File: src/rtl/ulmc_pkg.sv
// Function
// - selector 10 uses fixed tables; 11 uses programmable trigger register.
// - format bits 1:0 choose 5, 6, 7 or 8 data bits.
// - format bit 2 gives one, one and half, or two stop bits.
// - format bit 3 enables parity generation and checking.
// - format bit 4 picks odd (0) or even (1) parity.
// - format bit 5 forces parity to inverse of bit 4.
// - format bit 6 holds transmit output at space outside loopback.
// - format bit 7 redirects data addresses to divisor latches.
// - modem bit 0 drives active-low DTR inversely outside loopback.
// - modem bit 1 drives active-low RTS unless loopback or auto flow owns it.
// - modem bit 2 drives first aux output inversely; loops to ring indicator.
// - interrupt output floats when select pin and bit 3 both 0.
// - modem bit 3 sets second aux output inversely, in and outside loopback.
// - modem bit 4 enables internal loopback.
// - modem bit 5 lets any received character resume transmit.
// - resume-on-any still stores characters except flow characters when software flow is on.
// - loopback status bits reflect modem bits 1, 0, 2, 3.
package ulmc_pkg;
   localparam logic [7:0] ADDR_LFC = 8'h00;
   localparam logic [7:0] ADDR_MLC = 8'h04;
   localparam logic [7:0] ADDR_FSEL = 8'h08;
   localparam logic [7:0] ADDR_FSET = 8'h0c;
   localparam logic [7:0] ADDR_TRIG = 8'h10;
   localparam logic [7:0] ADDR_ENH = 8'h14;
   localparam logic [7:0] ADDR_STAT = 8'h18;
   localparam logic [7:0] ADDR_LEVEL = 8'h1c;
   localparam logic [7:0] ADDR_RXC = 8'h20;
   localparam logic [7:0] LFC_RST = 8'h00;
   localparam logic [7:0] MLC_RST = 8'h00;
   localparam logic [7:0] FSEL_RST = 8'h00;
   localparam logic [7:0] FSET_RST = 8'h00;
   localparam logic [7:0] TRIG_RST = 8'h00;
   localparam logic [7:0] ENH_RST = 8'h00;
   localparam logic [7:0] XON_CHAR = 8'h11;
   localparam logic [7:0] XOFF_CHAR = 8'h13;
   localparam int LFC_BREAK = 6;
   localparam int LFC_DLAB = 7;
   localparam int MLC_LOOP = 4;
   localparam int MLC_XANY = 5;
   localparam int ENH_AUTORTS = 6;
   localparam int ENH_SWFLOW = 3;
   localparam int FSEL_TRGSEL = 7;
   localparam logic [1:0] OKAY = 2'b00;
   localparam logic [1:0] SLVERR = 2'b10;
   // stop length in half-bit units
   localparam logic [2:0] STOP_ONE = 3'h2;
   localparam logic [2:0] STOP_ONEHALF = 3'h3;
   localparam logic [2:0] STOP_TWO = 3'h4;
endpackage : ulmc_pkg

File: src/rtl/ulmc_top.sv
`timescale 1ns/1ps
module ulmc_top
(
   input wire logic aclk,
   input wire logic aresetn,
   input wire logic [7:0] s_axi_awaddr,
   input wire logic s_axi_awvalid,
   output logic s_axi_awready,
   input wire logic [31:0] s_axi_wdata,
   input wire logic [3:0] s_axi_wstrb,
   input wire logic s_axi_wvalid,
   output logic s_axi_wready,
   output logic [1:0] s_axi_bresp,
   output logic s_axi_bvalid,
   input wire logic s_axi_bready,
   input wire logic [7:0] s_axi_araddr,
   input wire logic s_axi_arvalid,
   output logic s_axi_arready,
   output logic [31:0] s_axi_rdata,
   output logic [1:0] s_axi_rresp,
   output logic s_axi_rvalid,
   input wire logic s_axi_rready,
   input wire logic tx_serial_core,
   input wire logic auto_rts_n,
   input wire logic cts_n,
   input wire logic dsr_n,
   input wire logic ri_n,
   input wire logic cd_n,
   input wire logic irq_mode_select_pin,
   input wire logic irq_core,
   input wire logic rx_char_valid,
   input wire logic [7:0] rx_char,
   output logic tx_serial,
   output logic dtr_n,
   output logic rts_n,
   output logic irq_out,
   output logic irq_oe,
   output logic divisor_select,
   output logic [1:0] char_len_sel,
   output logic [2:0] stop_half_bits,
   output logic parity_enable,
   output logic parity_even,
   output logic parity_forced,
   output logic parity_force_val,
   output logic loopback,
   output logic aux_out_one,
   output logic aux_out_two,
   output logic [5:0] rx_trigger,
   output logic [5:0] tx_trigger,
   output logic [7:0] trig_rx_level,
   output logic [7:0] trig_tx_level,
   output logic tx_resume,
   output logic rx_store
);
   import ulmc_pkg::*;

   logic [7:0] lfc_q, lfc_d, mlc_q, mlc_d, fsel_q, fsel_d, fset_q, fset_d;
   logic [7:0] enh_q, enh_d, trgr_q, trgr_d, trgt_q, trgt_d, rxc_q, rxc_d;
   logic aw_q, aw_d, w_q, w_d, bv_q, bv_d, rv_q, rv_d;
   logic [7:0] awa_q, awa_d;
   logic [31:0] wd_q, wd_d, rd_q, rd_d;
   logic [1:0] br_q, br_d, rr_q, rr_d;
   logic [5:0] rxt_q, rxt_d, txt_q, txt_d;
   logic [7:0] out_q, out_d;
   logic [7:0] msr;
   logic [2:0] stop_q, stop_d;
   logic [3:0] ws_q, ws_d;
   logic awrdy_q, awrdy_d, wrdy_q, wrdy_d, arrdy_q, arrdy_d, irq_q;
   logic [1:0] par_q, par_d;

   function automatic logic known(input logic [7:0] a);
      known = (a == ADDR_LFC) || (a == ADDR_MLC) || (a == ADDR_FSEL)
         || (a == ADDR_FSET) || (a == ADDR_TRIG) || (a == ADDR_ENH)
         || (a == ADDR_STAT) || (a == ADDR_LEVEL) || (a == ADDR_RXC);
   endfunction : known

   function automatic logic writable(input logic [7:0] a);
      writable = known(a) && (a != ADDR_STAT) && (a != ADDR_LEVEL)
         && (a != ADDR_RXC);
   endfunction : writable

   // modem status as seen by software
   always_comb
   begin
      msr = 8'h00;
      if (mlc_q[MLC_LOOP])
         msr[7:4] = {mlc_q[3], mlc_q[2], mlc_q[0], mlc_q[1]};
      else
         msr[7:4] = {~cd_n, ~ri_n, ~dsr_n, ~cts_n};
   end

   always_comb
   begin
      logic do_w;
      do_w = 1'b0;
      aw_d = aw_q;
      w_d = w_q;
      awa_d = awa_q;
      wd_d = wd_q;
      bv_d = bv_q;
      br_d = br_q;
      lfc_d = lfc_q;
      mlc_d = mlc_q;
      fsel_d = fsel_q;
      fset_d = fset_q;
      enh_d = enh_q;
      trgr_d = trgr_q;
      trgt_d = trgt_q;
      if (s_axi_awvalid && s_axi_awready)
      begin
         aw_d = 1'b1;
         awa_d = s_axi_awaddr;
      end
      if (s_axi_wvalid && s_axi_wready)
      begin
         w_d = 1'b1;
         wd_d = s_axi_wdata;
      end
      if (aw_q && w_q && !bv_q)
      begin
         // a write without the low byte lane leaves the register alone
         do_w = writable(awa_q) && ws_q[0];
         aw_d = 1'b0;
         w_d = 1'b0;
         bv_d = 1'b1;
         br_d = writable(awa_q) ? OKAY : SLVERR;
      end
      if (bv_q && s_axi_bready)
         bv_d = 1'b0;
      awrdy_d = !aw_d && !bv_d;
      wrdy_d = !w_d && !bv_d;
      if (do_w)
      begin
         unique case (awa_q)
            ADDR_LFC: lfc_d = wd_q[7:0];
            ADDR_MLC: mlc_d = wd_q[7:0];
            ADDR_FSEL: fsel_d = wd_q[7:0];
            ADDR_FSET: fset_d = wd_q[7:0];
            ADDR_ENH: enh_d = wd_q[7:0];
            // selector register bit 7 steers trigger writes to rx or tx
            ADDR_TRIG:
               if (fsel_q[FSEL_TRGSEL])
                  trgt_d = wd_q[7:0];
               else
                  trgr_d = wd_q[7:0];
            default: lfc_d = lfc_q;
         endcase
      end
   end

   // strobe byte lane kept with data
   always_comb
   begin
      ws_d = ws_q;
      if (s_axi_wvalid && s_axi_wready)
         ws_d = s_axi_wstrb;
   end

   always_comb
   begin
      rv_d = rv_q;
      rd_d = rd_q;
      rr_d = rr_q;
      if (s_axi_arvalid && s_axi_arready)
      begin
         rv_d = 1'b1;
         rr_d = known(s_axi_araddr) ? OKAY : SLVERR;
         unique case (s_axi_araddr)
            ADDR_LFC: rd_d = {24'h0, lfc_q};
            ADDR_MLC: rd_d = {24'h0, mlc_q};
            ADDR_FSEL: rd_d = {24'h0, fsel_q};
            ADDR_FSET: rd_d = {24'h0, fset_q};
            ADDR_TRIG: rd_d = {16'h0, trgt_q, trgr_q};
            ADDR_ENH: rd_d = {24'h0, enh_q};
            ADDR_STAT: rd_d = {24'h0, msr};
            ADDR_LEVEL: rd_d = {20'h0, txt_q[5:0], rxt_q[5:0]};
            ADDR_RXC: rd_d = {24'h0, rxc_q};
            default: rd_d = 32'h0;
         endcase
      end
      else if (rv_q && s_axi_rready)
         rv_d = 1'b0;
      arrdy_d = !rv_d;
   end

   // trigger tables and format decode
   always_comb
   begin
      rxt_d = 6'h01;
      txt_d = 6'h01;
      // fixed table when selector is 10
      if (fsel_q[5:4] == 2'b10)
      begin
         unique case (fset_q[5:4])
            2'b00: txt_d = 6'd8;
            2'b01: txt_d = 6'd16;
            2'b10: txt_d = 6'd32;
            2'b11: txt_d = 6'd56;
         endcase
         unique case (fset_q[7:6])
            2'b00: rxt_d = 6'd8;
            2'b01: rxt_d = 6'd16;
            2'b10: rxt_d = 6'd56;
            2'b11: rxt_d = 6'd60;
         endcase
      end
      if (!lfc_q[2])
         stop_d = STOP_ONE;
      else if (lfc_q[1:0] == 2'b00)
         stop_d = STOP_ONEHALF;
      else
         stop_d = STOP_TWO;
      par_d = {lfc_q[3] & lfc_q[5], ~lfc_q[4]};
   end

   always_comb
   begin
      logic lp;
      logic flowc;
      lp = mlc_q[MLC_LOOP];
      flowc = enh_q[ENH_SWFLOW]
         && ((rx_char == XON_CHAR) || (rx_char == XOFF_CHAR));
      out_d = 8'h00;
      // break forces space; loopback idles mark
      out_d[0] = lp ? 1'b1 : (lfc_q[LFC_BREAK] ? 1'b0 : tx_serial_core);
      out_d[1] = lp ? 1'b1 : ~mlc_q[0];
      out_d[2] = lp ? 1'b1
         : (enh_q[ENH_AUTORTS] ? auto_rts_n : ~mlc_q[1]);
      out_d[3] = irq_mode_select_pin | mlc_q[3];
      // bit 2 drives aux one inverse; aux two inverse
      out_d[4] = ~mlc_q[2];
      out_d[5] = ~mlc_q[3];
      out_d[6] = rx_char_valid && (mlc_q[MLC_XANY] || rx_char == XON_CHAR);
      out_d[7] = rx_char_valid && !flowc;
      rxc_d = rxc_q + {7'h0, out_d[7]};
   end

   always_ff @(posedge aclk)
   begin
      if (!aresetn)
      begin
         aw_q <= 1'b0;
         w_q <= 1'b0;
         awa_q <= 8'h00;
         wd_q <= 32'h0;
         ws_q <= 4'h0;
         bv_q <= 1'b0;
         br_q <= OKAY;
         rv_q <= 1'b0;
         rd_q <= 32'h0;
         rr_q <= OKAY;
         lfc_q <= LFC_RST;
         mlc_q <= MLC_RST;
         fsel_q <= FSEL_RST;
         fset_q <= FSET_RST;
         enh_q <= ENH_RST;
         trgr_q <= TRIG_RST;
         trgt_q <= TRIG_RST;
         rxt_q <= 6'h01;
         txt_q <= 6'h01;
         stop_q <= STOP_ONE;
         out_q <= 8'h37;
         rxc_q <= 8'h00;
         awrdy_q <= 1'b1;
         wrdy_q <= 1'b1;
         arrdy_q <= 1'b1;
         irq_q <= 1'b0;
         par_q <= 2'b01;
      end
      else
      begin
         aw_q <= aw_d;
         w_q <= w_d;
         awa_q <= awa_d;
         wd_q <= wd_d;
         ws_q <= ws_d;
         bv_q <= bv_d;
         br_q <= br_d;
         rv_q <= rv_d;
         rd_q <= rd_d;
         rr_q <= rr_d;
         lfc_q <= lfc_d;
         mlc_q <= mlc_d;
         fsel_q <= fsel_d;
         fset_q <= fset_d;
         enh_q <= enh_d;
         trgr_q <= trgr_d;
         trgt_q <= trgt_d;
         rxt_q <= rxt_d;
         txt_q <= txt_d;
         stop_q <= stop_d;
         out_q <= out_d;
         rxc_q <= rxc_d;
         awrdy_q <= awrdy_d;
         wrdy_q <= wrdy_d;
         arrdy_q <= arrdy_d;
         irq_q <= irq_core;
         par_q <= par_d;
      end
   end

   assign s_axi_awready = awrdy_q;
   assign s_axi_wready = wrdy_q;
   assign s_axi_arready = arrdy_q;
   assign s_axi_bvalid = bv_q;
   assign s_axi_bresp = br_q;
   assign s_axi_rvalid = rv_q;
   assign s_axi_rdata = rd_q;
   assign s_axi_rresp = rr_q;
   assign tx_serial = out_q[0];
   assign dtr_n = out_q[1];
   assign rts_n = out_q[2];
   assign irq_oe = out_q[3];
   assign irq_out = irq_q;
   assign aux_out_one = out_q[4];
   assign aux_out_two = out_q[5];
   assign tx_resume = out_q[6];
   assign rx_store = out_q[7];
   assign divisor_select = lfc_q[LFC_DLAB];
   assign char_len_sel = lfc_q[1:0];
   assign stop_half_bits = stop_q;
   // parity enable; odd or even; forced value
   assign parity_enable = lfc_q[3];
   assign parity_even = lfc_q[4];
   assign parity_forced = par_q[1];
   assign parity_force_val = par_q[0];
   assign loopback = mlc_q[MLC_LOOP];
   assign rx_trigger = rxt_q;
   assign tx_trigger = txt_q;
   assign trig_rx_level = trgr_q;
   assign trig_tx_level = trgt_q;
endmodule : ulmc_top

File: config.mk
export PLATFORM = sky130hd
export DESIGN_NAME = ulmc_top
export DESIGN_NICKNAME = d
export VERILOG_FILES = /design/src/rtl/ulmc_pkg.sv /design/src/rtl/ulmc_top.sv
export SDC_FILE = /design/constraint.sdc
export NUM_CORES = 1
export LEC_CHECK = 0
export BUFFER_PORTS_ARGS = -buffer_cell sky130_fd_sc_hd__buf_2
export CAP_MARGIN = 0
export CORE_MARGIN = 2
export CORE_UTILIZATION = 35
export DETAILED_ROUTE_END_ITERATION = 10
export SKIP_LAST_GASP = 1
export SLEW_MARGIN = 15
export SYNTH_ARGS = -nofsm -noshare
export SYNTH_HDL_FRONTEND = slang
export SYNTH_SLANG_ARGS = --single-unit
export TNS_END_PERCENT = 30
File: constraint.sdc
create_clock -name aclk -period 2.4 [get_ports aclk]
set_input_delay 0.48 -clock aclk [delete_from_list [all_inputs] [get_ports aclk]]
set_output_delay 0.48 -clock aclk [all_outputs]
set_load 0.03 [all_outputs]
### Word-level counts from Yosys, hierarchy flattened

Index checks and enable logic that the tools add are counted.

* $add $sub $neg: 1
* multiply operators: 0
* divide/modulo/power cells: 0
* order comparisons: 0
* eq/ne operators: 28
* shifts and indexed selects: 0
* multiplexer cells: 18
* bitwise operators: 13
* reduce and logical (&&, ||, !) cells: 55

Operator list (count)
* case mux 16 bit (9 select lines): 1
* == test 8 x 5 -> 1 bit (second input constant): 10
* case mux 6 bit (4 select lines): 2
* == test 8 x 4 -> 1 bit (second input constant): 4
* logical OR 1 bit: 18
* == test 8 x 3 -> 1 bit (second input constant): 2
* == test 8 x 6 -> 1 bit (second input constant): 2
* logical AND 1 bit: 16
* logical NOT 8 bit: 2
* inequality test 8 x 5 -> 1 bit (second input constant): 2
* AND reduction 2 bit: 7
* 2-to-1 mux 1 bit: 11
* inverter 1 bit: 11
* == test 2 bit (second input constant): 5
* adder 8 x 1 -> 8 bit: 1
* inequality test 8 x 6 -> 1 bit (second input constant): 1
* logical NOT 1 bit: 6
* logical NOT 2 bit: 3
* AND reduction 3 bit: 2
* == test 2 x 1 -> 1 bit (second input constant): 2
* 2-to-1 mux 2 bit: 2
* 2-to-1 mux 4 bit: 1
* 2-to-1 mux 3 bit: 1
* OR reduction 2 bit: 1
* other kinds (2): 2

* register bits after elaboration: 150
* latch bits: 0
* memory bits (writable): 0
* bits in read-only memories: 0
* input port bits: 76
* output and inout port bits: 89
* logic and storage cells: 143
* memories kept: 0

### Logic depth before layout (Yosys ltp)

* word-level depth: 15
* mapped depth: 8
* gate-level depth less buffers: 8

### Least setup slack after synthesis

Ideal clock, no wire load.

* path type: input to register
* start point: in rx_char[5]
* end point: reg rxc_q[5]
* setup time: 128 ps
* data arrival time: 2181 ps
* slack: 91 ps
* cell stages on the path: 8
* cells stage by stage: or4b_1 -> nor4b_1 -> a21boi_0 -> ha_1 -> and3_1 -> nand3_1 -> xor2_1 -> nor2_1

* word-level cells in the longest chain between the ends: 6
* elaborated cells on any way between the ends: 7
* classes of those cells: add/sub (1); eq/ne (2); reduce/logical (4)

RTL lines
* from (decl): line ulmc_top.sv:32 `input wire logic [7:0] rx_char,`
* == test 8 x 5 -> 1 bit: line ulmc_top.sv:222 `&& ((rx_char == XON_CHAR) || (rx_char == XOFF_CHAR));`
* logical OR 1 bit (*): line ulmc_top.sv:222
* logical AND 1 bit (*): line ulmc_top.sv:222
* logical NOT 1 bit (*): line ulmc_top.sv:234 `out_d[7] = rx_char_valid && !flowc;`
* logical AND 1 bit (*): line ulmc_top.sv:234
* named net out_d[7]: line ulmc_top.sv:64 `logic [7:0] out_q, out_d;`
* adder 8 x 1 -> 8 bit (*): line ulmc_top.sv:235 `rxc_d = rxc_q + {7'h0, out_d[7]};`
* to (signal assigned): line ulmc_top.sv:293 `rxc_q <= rxc_d;`
* to (decl): line ulmc_top.sv:58 `logic [7:0] enh_q, enh_d, trgr_q, trgr_d, trgt_q, trgt_d, rxc_q, rxc_d;`

Mark *: on every way through the listed nets, which the timed path passes. The rest lies on a longest branch.
A chain may end at the register's enable or synchronous reset.

### Final worst setup path

* start point: in rx_char[5]
* end point: reg rxc_q[7]

Same word-level chain as after synthesis.

==> metrics.md <==
| Metric | Value |
|---|---|
| Status | finished clean |
| Synth Area in Compound Gates | 12.1% |
| Crit path max fanout | 3 |
| CP startpoint kind | primary input |
| PwrDens | 789 nW/um^2 |
| Hold EP | out_q[3] |
| Hold_buf cts | 0 |
| Avg WL per Cell | 16.8 um |
| Pre-CTS WS | -137 ps |
| GRT Overall Usage | 19.2% |
| RSZ-0062 raised after global routing | false |
| Final ANT Viol Nets | 0 |
| Deepest clock path buffer count | 2 |
| Filler cells | 1615 |
| Min Hold Slack | 261 ps |
| Slew Limit Headroom | 63.1% |
| CTS tree | done |
| Final Power | 5.50 mW |
| FF-to-FF End | fsel_q[5] |
| Number of inserted diodes | 0 |
| Part of the cycle the worst path needs | 86.8% |
| Vias in the first global route | 4619 |
| Footprint of the multi-input gates | 2770 um^2 |
| CP max stage cell | or4b_1 |
| DR vias/cell | 5.07 |
| Clk sink count | 128 |
| Synth cell types | 65 |
| Resize count post-CTS | 0 |
| Clock slew at reported path FFs | 60 ps |
| Width of the die | 131 um |
| Skew final | 8.09 ps |
| Post-synth top area cell | dfxtp_1 |
| HP Class | in -> reg |
| Syn Area/Cell | 9.27 um^2 |
| Simple-gate share of the synthesized area | 22.1% |
| Hold Path Depth | 3 |
| Setup slack after layout | 316 ps |
| Final hold violations | 0 |
| Final Setup Violations | 0 |
| Share of the yosys chip area belonging to registers | 45.6% |
| CTS Buf Count | 17 |
| Setup TNS | 0 ps |
| Pins Over Slew Limit | 0 |
| Pre-antenna DRT Iters | 4 |
| Die ar. | 17100 um^2 |
| Peak supply drop | 532 uV |
| Synth Warn # | 0 |
| Synth Flop Type | dfxtp_1 |
| Area grow syn2layout | 24.1% |
| M1 wire length | 6860 um |
| Final layout net count | 799 |
| Critical R2R Launch | awa_q[0] |
| Max-capacitance violation count | 0 |
| P_leak | 3.16 nW |
| CTS H-tree lvls | 4 |
| Commonest cells in the netlist | dfxtp_1, nand2_1, nor2_1 |
| Total grt overflow | 0 |
| Skew-Pair Late Insertion Delay | 430 ps |
| Design Area, Final | 6970 um^2 |
| Initial antenna violation count | 0 |
| Hpwl dp | 11800 um |
| Root buffer cell | clkbuf_16 |
| Post-synth EDFFs | 0 |
| First-pass GRT wire length | 24400 um |
| WL met3 | 1290 um |
| Share of cells above drive strength 1 | 25.6% |
| Path type of the worst setup path | in -> reg |
| DRT Wirelength | 15900 um |
| Adder-Cell Fraction of Synth Area | 1.34% |
| Worst Tran Pin Value | 554 ps |
| Hold Crit Start | irq_mode_select_pin |
| Yosys top cell area share | 45.6% |
| Most numerous cell in the Yosys netlist | dfxtp_1 |
| Top post-synthesis cells by area | dfxtp_1, mux2i_1, nand2_1 |
| Yosys reg bits | 128 |
| Initial Util | 35.6% |
| CP cell instances | buf_2 > or4b_1 > nor4b_1 > a21boi_0 > ha_1 > and3_1 > nand3_1 > xor2_1 > nor2_1 |
| Largest net degree at the start of global routing | 43 |
| Fin util | 44.2% |
| Remaining DRCs | 0 |
| Max Used Layer | met4 |
| Post-synth ARST share | 0% |
| Post-synthesis xor/xnor area fraction | 0.936% |
| Rows | 46 |
| Met2 WL | 7270 um |
| Synth Cell Area | 5620 um^2 |
| DR iter-0 viols | 267 |
| Req. time, crit path | 2700 ps |
| # IOs | 165 |
| Largest family of logic cells by synthesized area | simple AND/OR/NAND/NOR gates |
| CP max stage delay | 510 ps |
| Post-DP Area | 6300 um^2 |
| Final std cells w/o fill | 946 |
| Placed insts | 914 |
| Die height | 131 um |
| DR vias | 4797 |
| Synthesized instance count | 606 |
| Tmin final | 2080 ps |
| Setup repair bufs after CTS | 0 |
| Core area | 15800 um^2 |
| CP delay by family, top | simple AND/OR/NAND/NOR gates |
| FMAX | 0.480 GHz |
| CP arrival | 2380 ps |
| Flop-to-flop setup slack | 570 ps |
| R2R depth | 5 |
| Storage cell area | 2560 um^2 |
| Max reg flops | 16 |
| Crit. End Element | register |
| Bufs and invs on worst path | 1 |
| Gpl congestion | 0.884 |
| Mux contribution to synthesized area | 11.5% |
| Port Buf Inserts | 116 |
-- worst register-to-register path: stages (launching register included) --
cell and delay [ps]:
dfxtp_1 330, nor4_4 450, and3_1 280, buf_4 240, nand3_4 220, mux2i_1 190
-- kinds of logic after synthesis --
logic type | after synthesis
muxes | 59
adders and majority gates | 6
and+or+nand+nor | 237
buffers and inverters | 64
other | 1
AOI/OAI and AO/OA | 105
xor gates and xnor gates | 6
DFF | 128
-- power breakdown --
group	switching, mW	leakage (nW)	total (mW)	internal, mW
Clock	0.932	0.331	2.93	1.99
Sequential	0.0554	1.04	2.22	2.17
Combinational	0.242	1.79	0.352	0.110
-- worst max-delay path by stage --
| stage | slack, ps | start | cells after the start | end |
|---|---|---|---|---|
| global placement | -40 | rx_char[5] | 9 | rxc_q[7] |
| finish | 320 | rx_char[5] | 9 | rxc_q[7] |
| detailed placement | -140 | rx_char[5] | 9 | rxc_q[7] |
| global route | 240 | rx_char[5] | 9 | rxc_q[7] |
| floorplan | 90 | rx_char[5] | 8 | rxc_q[5] |
| CTS | 320 | rx_char[5] | 9 | rxc_q[7] |
-- per-layer routing --
metal / vias up / track usage (%)
li1: 2318 / -
met1: 2274 / 24.6
met2: 172 / 30.4
met3: 33 / 5.58
met4: 0 / 7.95
met5: - / 0
-- cells in the final DEF (no fill, tap or decap), drive strengths merged, types with 4 or more instances in the layout --
cell type  Yosys  layout
bufinv         0       6
o211ai         7       7
nor3           7       7
clkbuf        16      21
mux2i         46      46
nand3         25      25
a21oi         37      37
and2           8       8
conb           1      21
a22o          12      12
clkinv         0       5
mux2          10      10
nand4          6       6
nor4           5       5
ha             6       6
nor2          56      56
and3           7       7
inv            9       9
nand2b         4       4
xor2           4       4
nand2         87      87
nor2b         11      11
buf           39     127
o21ai         26      26
a22oi          7       7
dfxtp        128     128
-- layout make-up --
type | instances | share of cell area (%)
Inverter | 9 | 0.485
Clock buffer | 21 | 6.61
Multi-Input combinational cell | 434 | 39.7
Sequential cell | 128 | 36.8
Clock inverter | 11 | 3.00
Timing Repair Buffer | 127 | 9.52
Tap cell | 216 | 3.88
(Power assumes the default switching activity.)
